## config.mk

```make
export PLATFORM = sky130hd
export DESIGN_NAME = acsc_top
export DESIGN_NICKNAME = d
export VERILOG_FILES = /design/src/include/acsc_pkg.sv /design/src/rtl/acsc_pair.sv /design/src/rtl/acsc_sync.sv /design/src/rtl/acsc_top.sv
export SDC_FILE = /design/constraint.sdc
export NUM_CORES = 1
export LEC_CHECK = 0
export ABC_AREA = 1
export BUFFER_PORTS_ARGS = -buffer_cell sky130_fd_sc_hd__buf_2
export CAP_MARGIN = 20
export CORE_MARGIN = 5
export CORE_UTILIZATION = 30
export CTS_BUF_LIST = sky130_fd_sc_hd__clkbuf_4 sky130_fd_sc_hd__clkbuf_8
export DETAILED_ROUTE_END_ITERATION = 10
export GPL_ROUTABILITY_DRIVEN = 0
export MAX_ROUTING_LAYER = met4
export PLACE_DENSITY = 0.6
export SLEW_MARGIN = 20
export SYNTH_ARGS = -nofsm -noshare
export SYNTH_HDL_FRONTEND = slang
export SYNTH_SLANG_ARGS = --single-unit
```

## constraint.sdc

```tcl
create_clock -name clk_i -period 2.9 [get_ports clk_i]
set_input_delay 0 -clock clk_i [delete_from_list [all_inputs] [get_ports clk_i]]
set_output_delay 0 -clock clk_i [all_outputs]
set_load 0.01 [all_outputs]
```

## src/include/acsc_pkg.sv

```systemverilog
/*
 Constants, carriers and state type of the converter sequencing control.
 Assumes a host bus front end that decodes the card base and hands over
 one-cycle read and write strobes with a 4-bit port offset.
*/
package acsc_pkg;
	// Port offsets
	localparam logic [3:0] OFS_DAC_DATA  = 4'h0;
	localparam logic [3:0] OFS_DAC_CTRL  = 4'h1;
	localparam logic [3:0] OFS_DAC_DMA   = 4'h2;
	localparam logic [3:0] OFS_ADC_DATA  = 4'h3;
	localparam logic [3:0] OFS_ADC_CTRL  = 4'h4;
	localparam logic [3:0] OFS_ADC_START = 4'h5;
	localparam logic [3:0] OFS_MUX_STAT  = 4'h6;
	// ADC control fields
	localparam int ADC_GAIN_LSB = 0;
	localparam int ADC_DIFF_BIT = 2;
	localparam int ADC_TMR_BIT  = 3;
	localparam int ADC_DMA_BIT  = 4;
	localparam int ADC_AUTO_BIT = 5;
	localparam int ADC_MODE_LSB = 6;
	localparam logic [1:0] MODE_IO      = 2'h0;
	localparam logic [1:0] MODE_AUTO    = 2'h1;
	localparam logic [1:0] MODE_ILLEGAL = 2'h2;
	localparam logic [1:0] MODE_TIMER   = 2'h3;
	// DAC control fields
	localparam int DAC_CHAN_LSB = 0;
	localparam int DAC_REF_BIT  = 2;
	localparam int DAC_TMR_BIT  = 3;
	localparam int DAC_DMA_BIT  = 4;
	localparam int DAC_AUTO_BIT = 5;
	localparam int DAC_CONT_BIT = 6;
	localparam int DAC_TUPD_BIT = 7;
	// Mux and mask write fields
	localparam int MASK_LSB     = 0;
	localparam int ADC_CHAN_LSB = 4;
	// Values after reset or card clear
	localparam logic [7:0]  CTRL_RST = 8'h00;
	localparam logic [3:0]  MASK_RST = 4'h0;
	localparam logic [3:0]  CHAN_RST = 4'h0;
	localparam logic [11:0] DATA_RST = 12'h000;
	localparam logic [7:0]  RD_NONE  = 8'h00;
	// Host settle time after a mode change, kept by software
	localparam int MODE_SETTLE_US  = 10;
	localparam int CLK_MHZ         = 100;
	localparam int MODE_SETTLE_CYC = MODE_SETTLE_US * CLK_MHZ;

	typedef struct packed {
		logic       wr;
		logic       rd;
		logic [3:0] addr;
		logic [7:0] wdata;
	} acsc_io_req_s;

	typedef struct packed {
		logic [1:0] gain;
		logic       diff;
		logic [3:0] chan;
	} acsc_adc_cfg_s;

	typedef enum logic [1:0] {
		S_IDLE,
		S_CONV,
		S_DONE
	} acsc_adc_st_e;
endpackage

```

## src/rtl/acsc_pair.sv

```systemverilog
/*
 Byte pointer for two-access transfers: low byte first, then high.
 Assumes clear and step come from logic on the same clock.
*/
`timescale 1ns/10ps
module acsc_pair (
	input  wire logic clk_i,
	input  wire logic clr_i,
	input  wire logic step_i,
	output logic      hi_o
);
	logic hi_ff;

	always_ff @(posedge clk_i)
	begin
		if (clr_i)
			hi_ff <= 1'b0;
		else if (step_i)
			hi_ff <= ~hi_ff;
	end

	assign hi_o = hi_ff;
endmodule

```

## src/rtl/acsc_sync.sv

```systemverilog
/*
 Two-stage synchroniser with a rising-edge pulse taken after stage two.
 Assumes asynchronous pin inputs and one system clock.
*/
`timescale 1ns/10ps
module acsc_sync #(
	parameter int W = 1
) (
	input  wire logic         clk_i,
	input  wire logic         rst_i,
	input  wire logic [W-1:0] d_i,
	output logic      [W-1:0] q_o,
	output logic      [W-1:0] rise_o
);
	logic [W-1:0] s1_ff;
	logic [W-1:0] s2_ff;
	logic [W-1:0] s3_ff;

	// Stage one feeds stage two only
	always_ff @(posedge clk_i)
	begin
		if (rst_i)
		begin
			s1_ff <= '0;
			s2_ff <= '0;
			s3_ff <= '0;
		end
		else
		begin
			s1_ff <= d_i;
			s2_ff <= s1_ff;
			s3_ff <= s2_ff;
		end
	end

	assign q_o    = s2_ff;
	assign rise_o = s2_ff & ~s3_ff;
endmodule

```

## src/rtl/acsc_top.sv

```systemverilog
/*
 Converter sequencing control: host port decode, ADC trigger sequencing,
 DAC data pairing, channel masking and DMA requests.
 Assumes host strobes and DMA terminal count are on clk_i; converter
 end-of-conversion, timer ticks and gate pins are asynchronous.
*/
`timescale 1ns/10ps
// Operation
// - Mode bits 7:6 pick ADC trigger
// - ADC control read resets sequencer only
// - Mode 00: start write runs one conversion
// - Busy status high during conversion
// - ADC data reads alternate low, high
// - Mux write upper nibble sets channel
// - Mode 01: reads retrigger after first start
// - Mode 11: timer tick starts conversion
// - Bit4 DMA, bit3 timer enable
// - Timer DMA: request and interrupt each result
// - Gate inhibits timer; ADC gate status bit1
// - DAC data: low byte, then high nibble
// - DAC control read resets DAC sequencer
// - Offset two write starts DAC DMA
// - Mask bits 3:0 gate DAC channels
// - Interrupt on each DAC channel update
// - DAC control bits 1:0 channel
// - DAC bit2 reference; clear forces zero
// - DAC bits 3,4,7: timer, DMA, tick update
// - DAC bit5 auto increment, bit6 continue
// - Offset zero read clears whole card
// - ADC bits 1:0 select gain
// - ADC bit2 selects differential inputs
// - Auto mode restarts after both bytes
// - Mask zero updates, one blocks
module acsc_top (
	input  wire logic                   clk_i,
	input  wire logic                   rst_i,
	input  wire acsc_pkg::acsc_io_req_s io_i,
	output logic [7:0]                  io_rdata_o,
	input  wire logic                   dma_tc_i,
	input  wire logic                   adc_eoc_i,
	input  wire logic [11:0]            adc_result_i,
	input  wire logic                   adc_tick_i,
	input  wire logic                   adc_gate_i,
	input  wire logic                   dac_tick_i,
	input  wire logic                   dac_gate_i,
	output acsc_pkg::acsc_adc_cfg_s     adc_cfg_o,
	output logic                        adc_start_o,
	output logic                        adc_tmr_en_o,
	output logic                        adc_dma_req_o,
	output logic                        adc_irq_o,
	output logic [11:0]                 dac_data_o,
	output logic [3:0]                  dac_wr_o,
	output logic [1:0]                  dac_chan_o,
	output logic                        dac_ref_en_o,
	output logic                        dac_tmr_en_o,
	output logic                        dac_dma_req_o,
	output logic                        dac_irq_o
);
	logic [7:0]           adc_ctrl_ff;
	logic [7:0]           dac_ctrl_ff;
	logic [3:0]           mask_ff;
	logic [3:0]           adc_chan_ff;
	logic [11:0]          adc_res_ff;
	logic [7:0]           dac_lo_ff;
	logic [1:0]           dac_chan_ff;
	logic                 dac_act_ff;
	logic                 adc_start_ff;
	logic                 adc_dma_ff;
	logic                 adc_irq_ff;
	logic                 dac_req_ff;
	logic                 dac_irq_ff;
	logic [3:0]           dac_wr_ff;
	logic [11:0]          dac_data_ff;
	logic [7:0]           rdata_ff;
	acsc_pkg::acsc_adc_st_e st_ff;
	acsc_pkg::acsc_adc_st_e nxt_st;
	logic [4:0]           pin_q;
	logic [4:0]           pin_rise;
	logic [11:0]          res_q;
	logic                 card_clr;
	logic                 adc_clr;
	logic                 dac_clr;
	logic                 rd_adc;
	logic                 wr0;
	logic                 adc_hi;
	logic                 dac_hi;
	logic                 data_read;
	logic                 word_ev;
	logic                 upd_ev;
	logic                 start_go;
	logic                 eoc_done;
	logic [1:0]           mode;
	logic [3:0]           chan_mask;

	function automatic logic hit(input logic s, input logic [3:0] a,
		input logic [3:0] o);
		hit = s && (a == o);
	endfunction

	// Pins: 0 eoc, 1 adc tick, 2 adc gate, 3 dac tick, 4 dac gate
	acsc_sync #(.W(5)) u_sync (
		.clk_i  (clk_i),
		.rst_i  (rst_i),
		.d_i    ({dac_gate_i, dac_tick_i, adc_gate_i, adc_tick_i,
			adc_eoc_i}),
		.q_o    (pin_q),
		.rise_o (pin_rise)
	);

	// The result bus settles well before eoc, so a two-flop pass is safe
	acsc_sync #(.W(12)) u_res_sync (
		.clk_i  (clk_i),
		.rst_i  (rst_i),
		.d_i    (adc_result_i),
		.q_o    (res_q),
		.rise_o ()
	);

	assign card_clr = rst_i | hit(io_i.rd, io_i.addr, acsc_pkg::OFS_DAC_DATA);
	assign adc_clr  = card_clr | hit(io_i.rd, io_i.addr, acsc_pkg::OFS_ADC_CTRL);
	assign dac_clr  = card_clr | hit(io_i.rd, io_i.addr, acsc_pkg::OFS_DAC_CTRL);
	assign rd_adc   = hit(io_i.rd, io_i.addr, acsc_pkg::OFS_ADC_DATA);
	assign wr0      = hit(io_i.wr, io_i.addr, acsc_pkg::OFS_DAC_DATA);
	assign mode     = adc_ctrl_ff[acsc_pkg::ADC_MODE_LSB +: 2];

	acsc_pair u_adc_pair (
		.clk_i  (clk_i),
		.clr_i  (adc_clr),
		.step_i (rd_adc),
		.hi_o   (adc_hi)
	);

	acsc_pair u_dac_pair (
		.clk_i  (clk_i),
		.clr_i  (dac_clr),
		.step_i (wr0),
		.hi_o   (dac_hi)
	);

	// Control registers; a read of a control port never touches them
	always_ff @(posedge clk_i)
	begin
		if (card_clr)
		begin
			adc_ctrl_ff <= acsc_pkg::CTRL_RST;
			dac_ctrl_ff <= acsc_pkg::CTRL_RST;
			mask_ff     <= acsc_pkg::MASK_RST;
		end
		else if (io_i.wr)
		begin
			if (io_i.addr == acsc_pkg::OFS_ADC_CTRL)
				adc_ctrl_ff <= io_i.wdata;
			if (io_i.addr == acsc_pkg::OFS_DAC_CTRL)
				dac_ctrl_ff <= io_i.wdata;
			if (io_i.addr == acsc_pkg::OFS_MUX_STAT)
				mask_ff <= io_i.wdata[acsc_pkg::MASK_LSB +: 4];
		end
	end

	// ADC conversion sequencer
	assign data_read = rd_adc & adc_hi;
	assign eoc_done  = (st_ff == acsc_pkg::S_CONV) & pin_q[0] & pin_rise[0];

	always_comb
	begin
		start_go = 1'b0;
		case (mode)
			acsc_pkg::MODE_IO:
				start_go = hit(io_i.wr, io_i.addr, acsc_pkg::OFS_ADC_START);
			acsc_pkg::MODE_AUTO:
				start_go = hit(io_i.wr, io_i.addr, acsc_pkg::OFS_ADC_START)
					| ((st_ff == acsc_pkg::S_DONE) & data_read);
			acsc_pkg::MODE_TIMER:
				// Gate low holds the timer off, so its ticks are ignored
				start_go = adc_ctrl_ff[acsc_pkg::ADC_TMR_BIT] & pin_q[2]
					& pin_rise[1];
			default:
				start_go = 1'b0;
		endcase
		// A start while converting is dropped; the converter cannot queue
		if (st_ff == acsc_pkg::S_CONV)
			start_go = 1'b0;
	end

	always_comb
	begin
		nxt_st = st_ff;
		case (st_ff)
			acsc_pkg::S_IDLE:
				if (start_go)
					nxt_st = acsc_pkg::S_CONV;
			acsc_pkg::S_CONV:
				if (eoc_done)
					nxt_st = acsc_pkg::S_DONE;
			acsc_pkg::S_DONE:
				if (start_go)
					nxt_st = acsc_pkg::S_CONV;
			default:
				nxt_st = acsc_pkg::S_IDLE;
		endcase
	end

	always_ff @(posedge clk_i)
	begin
		if (adc_clr)
			st_ff <= acsc_pkg::S_IDLE;
		else
			st_ff <= nxt_st;
	end

	always_ff @(posedge clk_i)
	begin
		if (adc_clr)
			adc_start_ff <= 1'b0;
		else
			adc_start_ff <= start_go;
	end

	always_ff @(posedge clk_i)
	begin
		if (card_clr)
			adc_res_ff <= acsc_pkg::DATA_RST;
		else if (eoc_done)
			adc_res_ff <= res_q;
	end

	// Channel wraps at 8 in differential mode
	assign chan_mask = adc_ctrl_ff[acsc_pkg::ADC_DIFF_BIT] ? 4'h7 : 4'hF;

	always_ff @(posedge clk_i)
	begin
		if (card_clr)
			adc_chan_ff <= acsc_pkg::CHAN_RST;
		else if (hit(io_i.wr, io_i.addr, acsc_pkg::OFS_MUX_STAT))
			adc_chan_ff <= io_i.wdata[acsc_pkg::ADC_CHAN_LSB +: 4];
		else if (eoc_done & adc_ctrl_ff[acsc_pkg::ADC_AUTO_BIT])
			adc_chan_ff <= (adc_chan_ff + 4'h1) & chan_mask;
	end

	// DMA request stands until both bytes are read; a new result wins
	always_ff @(posedge clk_i)
	begin
		if (adc_clr)
			adc_dma_ff <= 1'b0;
		else if (eoc_done & adc_ctrl_ff[acsc_pkg::ADC_DMA_BIT])
			adc_dma_ff <= 1'b1;
		else if (data_read)
			adc_dma_ff <= 1'b0;
	end

	always_ff @(posedge clk_i)
	begin
		if (adc_clr)
			adc_irq_ff <= 1'b0;
		else
			adc_irq_ff <= eoc_done;
	end

	// DAC data pairing and update
	assign word_ev = wr0 & dac_hi;
	assign upd_ev  = dac_ctrl_ff[acsc_pkg::DAC_TUPD_BIT]
		? (dac_ctrl_ff[acsc_pkg::DAC_TMR_BIT] & pin_q[4]
			& pin_rise[3])
		: word_ev;

	always_ff @(posedge clk_i)
	begin
		if (card_clr)
			dac_lo_ff <= 8'h00;
		else if (wr0 & ~dac_hi)
			dac_lo_ff <= io_i.wdata;
	end

	always_ff @(posedge clk_i)
	begin
		if (card_clr)
			dac_data_ff <= acsc_pkg::DATA_RST;
		else if (word_ev)
			dac_data_ff <= {io_i.wdata[3:0], dac_lo_ff};
	end

	always_ff @(posedge clk_i)
	begin
		if (card_clr)
			dac_chan_ff <= 2'h0;
		else if (hit(io_i.wr, io_i.addr, acsc_pkg::OFS_DAC_CTRL))
			dac_chan_ff <= io_i.wdata[acsc_pkg::DAC_CHAN_LSB +: 2];
		else if (upd_ev & dac_ctrl_ff[acsc_pkg::DAC_AUTO_BIT])
			dac_chan_ff <= dac_chan_ff + 2'h1;
	end

	// Masked channels still see the data; only their strobe and interrupt are withheld
	always_ff @(posedge clk_i)
	begin
		if (dac_clr)
			dac_wr_ff <= 4'h0;
		else if (upd_ev)
			dac_wr_ff <= (4'h1 << dac_chan_ff) & ~mask_ff;
		else
			dac_wr_ff <= 4'h0;
	end

	always_ff @(posedge clk_i)
	begin
		if (dac_clr)
			dac_irq_ff <= 1'b0;
		else
			dac_irq_ff <= upd_ev & ~mask_ff[dac_chan_ff];
	end

	// DAC DMA: start port arms, terminal count ends unless continuing
	always_ff @(posedge clk_i)
	begin
		if (dac_clr)
			dac_act_ff <= 1'b0;
		else if (hit(io_i.wr, io_i.addr, acsc_pkg::OFS_DAC_DMA)
			& dac_ctrl_ff[acsc_pkg::DAC_DMA_BIT])
			dac_act_ff <= 1'b1;
		else if (dma_tc_i & ~dac_ctrl_ff[acsc_pkg::DAC_CONT_BIT])
			dac_act_ff <= 1'b0;
	end

	always_ff @(posedge clk_i)
	begin
		if (dac_clr)
			dac_req_ff <= 1'b0;
		else if (~dac_act_ff)
			dac_req_ff <= hit(io_i.wr, io_i.addr, acsc_pkg::OFS_DAC_DMA)
				& dac_ctrl_ff[acsc_pkg::DAC_DMA_BIT];
		else if (dma_tc_i & ~dac_ctrl_ff[acsc_pkg::DAC_CONT_BIT])
			dac_req_ff <= 1'b0;
		else if (dac_ctrl_ff[acsc_pkg::DAC_TUPD_BIT] ? upd_ev : word_ev)
			dac_req_ff <= 1'b1;
		else if (word_ev)
			dac_req_ff <= 1'b0;
	end

	// Read data: status, ADC bytes; other offsets read zero
	always_ff @(posedge clk_i)
	begin
		if (rst_i)
			rdata_ff <= acsc_pkg::RD_NONE;
		else if (io_i.rd)
		begin
			case (io_i.addr)
				acsc_pkg::OFS_ADC_DATA:
					rdata_ff <= adc_hi ? {4'h0, adc_res_ff[11:8]}
						: adc_res_ff[7:0];
				acsc_pkg::OFS_MUX_STAT:
					rdata_ff <= {dac_chan_ff, adc_chan_ff, pin_q[2],
						st_ff == acsc_pkg::S_CONV};
				default:
					rdata_ff <= acsc_pkg::RD_NONE;
			endcase
		end
	end

	assign io_rdata_o     = rdata_ff;
	assign adc_cfg_o.gain = adc_ctrl_ff[acsc_pkg::ADC_GAIN_LSB +: 2];
	assign adc_cfg_o.diff = adc_ctrl_ff[acsc_pkg::ADC_DIFF_BIT];
	assign adc_cfg_o.chan = adc_chan_ff;
	assign adc_start_o    = adc_start_ff;
	assign adc_tmr_en_o   = adc_ctrl_ff[acsc_pkg::ADC_TMR_BIT];
	assign adc_dma_req_o  = adc_dma_ff;
	assign adc_irq_o      = adc_irq_ff;
	assign dac_data_o     = dac_data_ff;
	assign dac_wr_o       = dac_wr_ff;
	assign dac_chan_o     = dac_chan_ff;
	assign dac_ref_en_o   = dac_ctrl_ff[acsc_pkg::DAC_REF_BIT];
	assign dac_tmr_en_o   = dac_ctrl_ff[acsc_pkg::DAC_TMR_BIT];
	assign dac_dma_req_o  = dac_req_ff;
	assign dac_irq_o      = dac_irq_ff;
endmodule

```

==> reports/qor.yml, run 1 <==
job:
  maxCapViolCount: 0
synthesis:
  synth_sequential_area_ratio_pct: 54.0
  synth_nets: 588
  yosys.area.top_type: "dfxtp_1"
  synthSimpleGateAreaFrac_pct: 20.6
  synth_compound_area_share_pct: 13.2
  async_reset_ff_share_pct: 0
  synthTopCellsByCount: "dfxtp_1, nor2_1, inv_1"
  synth-main-ff-cell: "dfxtp_1"
  synth_seq_cells: 115
  yosysUniqueCellTypes: 25
  synth_top_family_by_area: "simple AND/OR/NAND/NOR gates"
  synth-adder-area-share_pct: 1.47
  synth_edf_count: 0
  ys_warn_count: 0
  synth.most_common_cell: "dfxtp_1"
  synth_top_area_share_pct: 54.0
  synthMuxAreaShare_pct: 0
  synth.avg_cell_area_um2: 7.77
  synthXorXnorAreaFrac_pct: 0.205
  syn_area_um2: 4270
  syn_inst: 549
  synth_area_leaders: "dfxtp_1, nor2_1, inv_1"
route:
  dr.pass1.iters: 4
  via_per_inst: 4.24
  wl_per_cell_um: 12.2
  wl_met1_mm: 4.81
  route.met3.wl_um: 530
  top_layer: "met4"
  routed-wl-met2_mm: 4.76
  post-route-drc-count: 0
  totalWireLength_mm: 10.2
  drtIter0Drc: 234
  vias: 3569
  antenna_left: 0
setup_path:
  cp-end-kind: "register"
  cp_slowest_cell: "inv_2"
  ff2ff_setup_slack_ns: 1.42
  critPathRequiredTime_ns: 3.26
  path_max_fanout: 50
  criticalPathCategory: "input port to register"
  crit_arrival_ns: 2.04
  timing.rr.start: "st_ff[1]"
  max_stage_delay_ns: 0.55
  r2r_cells: 7
  cp-start-kind: "input port"
  worstReg2RegEnd: "adc_dma_req_o"
  path_buf_inv: 5
  crit_family: "buffers and inverters"
  crit_chain: "dlygate4sd3_1, buf_2, inv_1, nand2_2, inv_2, nand2_2, nor2_1, inv_1, o21ai_0"
pwr:
  total_power_mw: 3.53
  vdd_ir_drop_max_mv: 0.284
  leakage_nw: 2.50
  power_density_nw_per_um2: 640
global_route:
  antenna_found_initial: 0
  track_usage_pct: 13.0
  overflow: 0
  grt_pass1_vias: 3364
  grt_max_degree: 51
  grt_pass1_wl_mm: 16.5
cells_and_area:
  finalNonFillerCells: 842
  antenna_cells: 0
  fin_nets: 688
  area_growth_pct: 29.2
  layout-drive-gt1-share_pct: 18.3
  final.fill_count: 1441
die:
  coreArea_um2: 13900
  dieHeight_um: 129
  rows: 43
  num_io_pins: 75
  die_w_um: 129
  die-area_um2: 16700
  initial_core_util_pct: 30.6
hold_path:
  whs_path_depth: 3
  min_from: "io_i[13]"
  whs_endpoint: "adc_ctrl_ff[7]"
  hold_path.class: "input port to register"
timing:
  finalMaxSlewViolations: 0
  finalCriticalPeriod_ns: 1.69
  tightestPinTransition_ns: 0.693
  hold_viol_final: 0
  setup_violations: 0
  rsz0062_at_grt: "false"
  fin_crit_sh_pct: 58.2
  slew_headroom_pct: 53.8
  tns_ns: 0
  fmax_mhz: 592
  finalClockSkew_ns: 0.0108
status:
  status: "completed"
clock_tree:
  clk_latency_ns: 0.43
  cts_tree: "yes"
  h-tree-depth: 4
  cts_buffers: 17
  clockBufferDepth: 2
  path_clk_slew_ns: 0.06
  root_buffer: "clkbuf_8"
  clock_sinks: 115
place:
  dp.cells: 782
  io_buffers: 74
  dp_hpwl_mm: 7.25
## metrics by stage
step / instance area, um2 / hold slack, ns / utilization, % / setup slack (ns)
2_1_floorplan: 4270 / 0.107 / - / 1.60
3_3_place_gp: 4760 / 0.200 / 34.1 / 1.35
3_5_place_dp: 4760 / 0.206 / 34.1 / 1.30
4_1_cts: 5510 / 0.000955 / 39.6 / 1.22
5_1_grt: 5510 / 0.0543 / 39.6 / 1.00
6_report: 5510 / 0.0403 / 39.6 / 1.21
## report_power, final
part	internal, mW	total [mW]	leakage (nW)	switching (mW)
registers	1.61	1.63	0.935	0.0138
clock network	1.08	1.73	0.229	0.647
logic	0.0711	0.172	1.33	0.101
## flip-flops by register name, summed over array words and instances, names as in the netlist, 2 cells and up
name	cells
u_sync.s1_ff	5
u_sync.s3_ff	3
dac_ctrl_ff	6
adc_res_ff	12
st_ff	2
u_res_sync.q_o	12
u_sync.q_o	5
io_rdata_o	8
dac_wr_o	4
u_res_sync.s1_ff	12
dac_chan_o	2
mask_ff	4
adc_ctrl_ff	8
dac_lo_ff	8
adc_chan_ff	4
dac_data_o	12
## cells in the final DEF, fill, tap and decap left out, drive strengths merged
cell type / synthesis / layout
bufinv: 0 / 5
a211oi: 1 / 1
clkinvlp: 0 / 3
nand4: 3 / 3
o22ai: 1 / 1
o21ai: 62 / 62
clkinv: 1 / 5
nand3: 26 / 26
clkbuf: 9 / 20
dlygate4sd3: 0 / 28
nor4: 1 / 1
a21oi: 39 / 39
nor2: 108 / 108
nor3: 3 / 3
dfxtp: 115 / 115
buf: 13 / 75
nand2: 65 / 65
o211ai: 1 / 1
a31oi: 6 / 6
ha: 5 / 5
xor2: 1 / 1
inv: 89 / 89
## cell families after synthesis
family / Yosys count
XOR/XNOR: 1
adder cells (fa/ha/maj): 5
AO/OA/AOI/OAI: 110
flip-flops: 115
AND/OR/NAND/NOR: 206
buffers and inverters: 112
## worst max path at each step
stage	end	from	slack, ns	cells past startpoint
2_1_floorplan	dac_chan_o[1]	dac_chan_o[0]	1.60	8
3_3_place_gp	adc_dma_req_o	rst_i	1.35	8
3_5_place_dp	adc_dma_req_o	rst_i	1.30	8
4_1_cts	adc_dma_req_o	rst_i	1.22	9
5_1_grt	st_ff[1]	rst_i	1.00	9
6_report	adc_dma_req_o	rst_i	1.21	9
## layout make-up
type	count	area [um2]	area share, %
flip-flops and latches	115	2300	41.8
inverters	90	338	6.13
multi-input cells	322	1520	27.5
well taps	180	225	4.09
clock inverters	12	204	3.70
clock buffers	20	269	4.88
repair buffers	103	658	11.9
## tightest hold or removal path, cell delays in order
cell and delay, ns:
buf_2 0.15, nand3_2 0.18, a21oi_1 0.09
## metal layers
| metal | up-vias | global-route usage [%] |
|---|---|---|
| met5 | - | - |
| met4 | 0 | 5.00 |
| met3 | 8 | 4.16 |
| met2 | 70 | 19.8 |
| met1 | 1573 | 16.1 |
| li1 | 1918 | - |
## timing repair
action                                 in CTS  in global routing
buffers inserted                            0                  0
gates resized for setup                     0                  0
endpoints found under the hold margin      61                  0
hold buffers                               28                  0
No activity file was read; power rests on OpenSTA's default activity.
==> run 2, diff against run 1 <==
--- a/config.mk
+++ b/config.mk
@@ -14,7 +14,7 @@
 export DETAILED_ROUTE_END_ITERATION = 10
 export GPL_ROUTABILITY_DRIVEN = 0
 export MAX_ROUTING_LAYER = met4
-export PLACE_DENSITY = 0.6
+export PLACE_DENSITY = 0.62
 export SLEW_MARGIN = 20
 export SYNTH_ARGS = -nofsm -noshare
 export SYNTH_HDL_FRONTEND = slang
==> constraint.sdc (replaced) <==
create_clock -name clk_i -period 1.5 [get_ports clk_i]
set_input_delay 0 -clock clk_i [delete_from_list [all_inputs] [get_ports clk_i]]
set_output_delay 0 -clock clk_i [all_outputs]
set_load 0.01 [all_outputs]
==> reports/qor.yml, run 2 (synthesis gave the netlist of run 1 again) <==
status:
  status: "completed"
hold_path:
  whs_endpoint: "adc_ctrl_ff[6]"
  hold_path.class: "input port to register"
  min_from: "io_i[8]"
  whs_path_depth: 4
global_route:
  overflow: 0
  grt_pass1_wl_mm: 16.4
  grt_pass1_vias: 3384
  track_usage_pct: 12.9
  grt_max_degree: 44
  antenna_found_initial: 0
timing:
  tns_ns: 0
  slew_headroom_pct: 71.7
  fin_crit_sh_pct: 87.6
  finalCriticalPeriod_ns: 1.31
  hold_viol_final: 0
  holdWs_ns: 0.0483
  setup_violations: 0
  finalMaxSlewViolations: 0
  fmax_mhz: 761
  finalClockSkew_ns: 0.00617
  tightestPinTransition_ns: 0.424
  rsz0062_at_grt: "false"
cells_and_area:
  final_common_cell: "dfxtp_1"
  area_growth_pct: 29.0
  fin_nets: 701
  multi_input_area_um2: 1520
  layout-drive-gt1-share_pct: 19.5
  antenna_cells: 0
  seqCellArea_um2: 2300
  final_cell_mix: "dfxtp_1, nor2_1, inv_1"
  final.fill_count: 1436
pwr:
  p_int_mw: 4.78
  power_frac_comb_pct: 5.7
  vdd_ir_drop_max_mv: 0.483
  power_density_nw_per_um2: 1110
  leakage_nw: 2.53
  seqPwrFrac_pct: 51.4
  switchingPower_mw: 1.35
  switching_share_pct: 22.0
  clockPowerShare_pct: 43.0
setup_path:
  crit_arrival_ns: 1.62
  path_max_fanout: 7
  cp-start-kind: "register"
  cp_slowest_cell: "dfxtp_1"
  max_stage_delay_ns: 0.44
  path_buf_inv: 2
  crit_family: "flip-flops"
  cp-end-kind: "register"
  critPathRequiredTime_ns: 1.81
  worstReg2RegEnd: "dac_chan_o[1]"
  crit_chain: "inv_1, ha_1, nand2_1, o21ai_0, inv_1, nand3_1, nand2_1, nor2_1"
  r2r_cells: 8
  timing.rr.start: "dac_chan_o[1]"
  criticalPathCategory: "register to register"
  ff2ff_setup_slack_ns: 0.19
route:
  vias: 3587
  wl_per_cell_um: 11.8
  dr.pass1.iters: 5
  drtIter0Drc: 172
  totalWireLength_mm: 10.1
  antenna_left: 0
  post-route-drc-count: 0
  via_per_inst: 4.21
clock_tree:
  cts_tree: "yes"
  clockBufferDepth: 2
  h-tree-depth: 4
  clock_sinks: 115
  path_clk_slew_ns: 0.06
  post_cts_buffers: 0
  root_buffer: "clkbuf_8"
  clk_latency_ns: 0.41
  cts_buffers: 17
die:
  die_w_um: 129
  die-area_um2: 16700
  dieHeight_um: 129
  num_io_pins: 75
  coreArea_um2: 13900
  rows: 43
  initial_core_util_pct: 30.6
place:
  dp_hpwl_mm: 7.29
  io_buffers: 74
job:
  maxCapViolCount: 0
==> run 2: cell count changes in the layout (fill, tap and decap cells not counted) <==
cell / previous run / this run
buf_4: 1 / 13
clkinv_2: 1 / 3
clkinv_4: 3 / 0
clkbuf_8: 19 / 21
clkinvlp_4: 3 / 1
clkbuf_4: 1 / 3
buf_6: 0 / 1
bufinv_16: 5 / 1
==> run 2: final cells by class <==
cell class | instances | share of cell area (%)
Clock buffer | 24 | 5.66
Sequential cell | 115 | 41.8
Clock inverter | 5 | 0.955
Inverter | 90 | 6.14
Timing Repair Buffer | 116 | 13.8
Tap cell | 180 | 4.09
Multi-Input combinational cell | 322 | 27.5
==> run 2: per-stage QoR <==
step | util (%) | instances | cell area, um2 | power, mW | setup WS [ns]
after floorplan | - | 549 | 4270 | 3.38 | 0.200
after global placement | 34.8 | 795 | 4860 | 3.51 | 0.209
after detailed placement | 34.8 | 795 | 4860 | 3.51 | 0.190
after CTS | 39.5 | 852 | 5500 | 6.21 | 0.155
after global routing | 39.5 | 852 | 5500 | 6.40 | 0.0262
final | 39.5 | 852 | 5500 | 6.12 | 0.186
==> run 2: worst max path at each step <==
stage	startpoint	endpoint	slack, ns	depth (start not counted)
global placement	dac_chan_o[1]	dac_chan_o[1]	0.21	8
detailed placement	dac_chan_o[1]	dac_chan_o[1]	0.19	8
floorplan	dac_chan_o[0]	dac_chan_o[1]	0.20	8
finish	dac_chan_o[1]	dac_chan_o[1]	0.19	8
global route	rst_i	adc_chan_ff[1]	0.03	8
CTS	rst_i	adc_chan_ff[0]	0.16	8
==> run 2: worst reg2reg max path, delay by kind of cell, from the launching register on <==
| kind | cells | cell delay [ns] |
|---|---|---|
| compound gates | 1 | 0.08 |
| buf+inv | 2 | 0.18 |
| flops | 1 | 0.44 |
| simple gates | 4 | 0.23 |
| fa+ha+maj | 1 | 0.29 |
==> run 2: per-layer routing <==
metal / wire, um / global-route usage, % / up-vias
li1: - / - / 1943
met2: 4610 / 19.8 / 69
met5: 0 / - / -
met3: 541 / 4.16 / 12
met1: 4720 / 15.8 / 1563
met4: 184 / 5.19 / 0
==> run 2: power groups by stage <==
stage          combinational, mW  clock, mW  sequential (mW)
2_1_floorplan              0.174          0             3.21
3_3_place_gp               0.293          0             3.21
3_5_place_dp               0.295          0             3.21
5_1_grt                    0.398       2.86             3.15
6_report                   0.347       2.63             3.15
4_1_cts                    0.351       2.71             3.15
==> run 2: what timing repair did <==
action	4_1_cts	5_1_grt
setup endpoints to repair	0	1
resized for setup	0	1
hold endpoints to repair	60	0
hold buffers	28	0
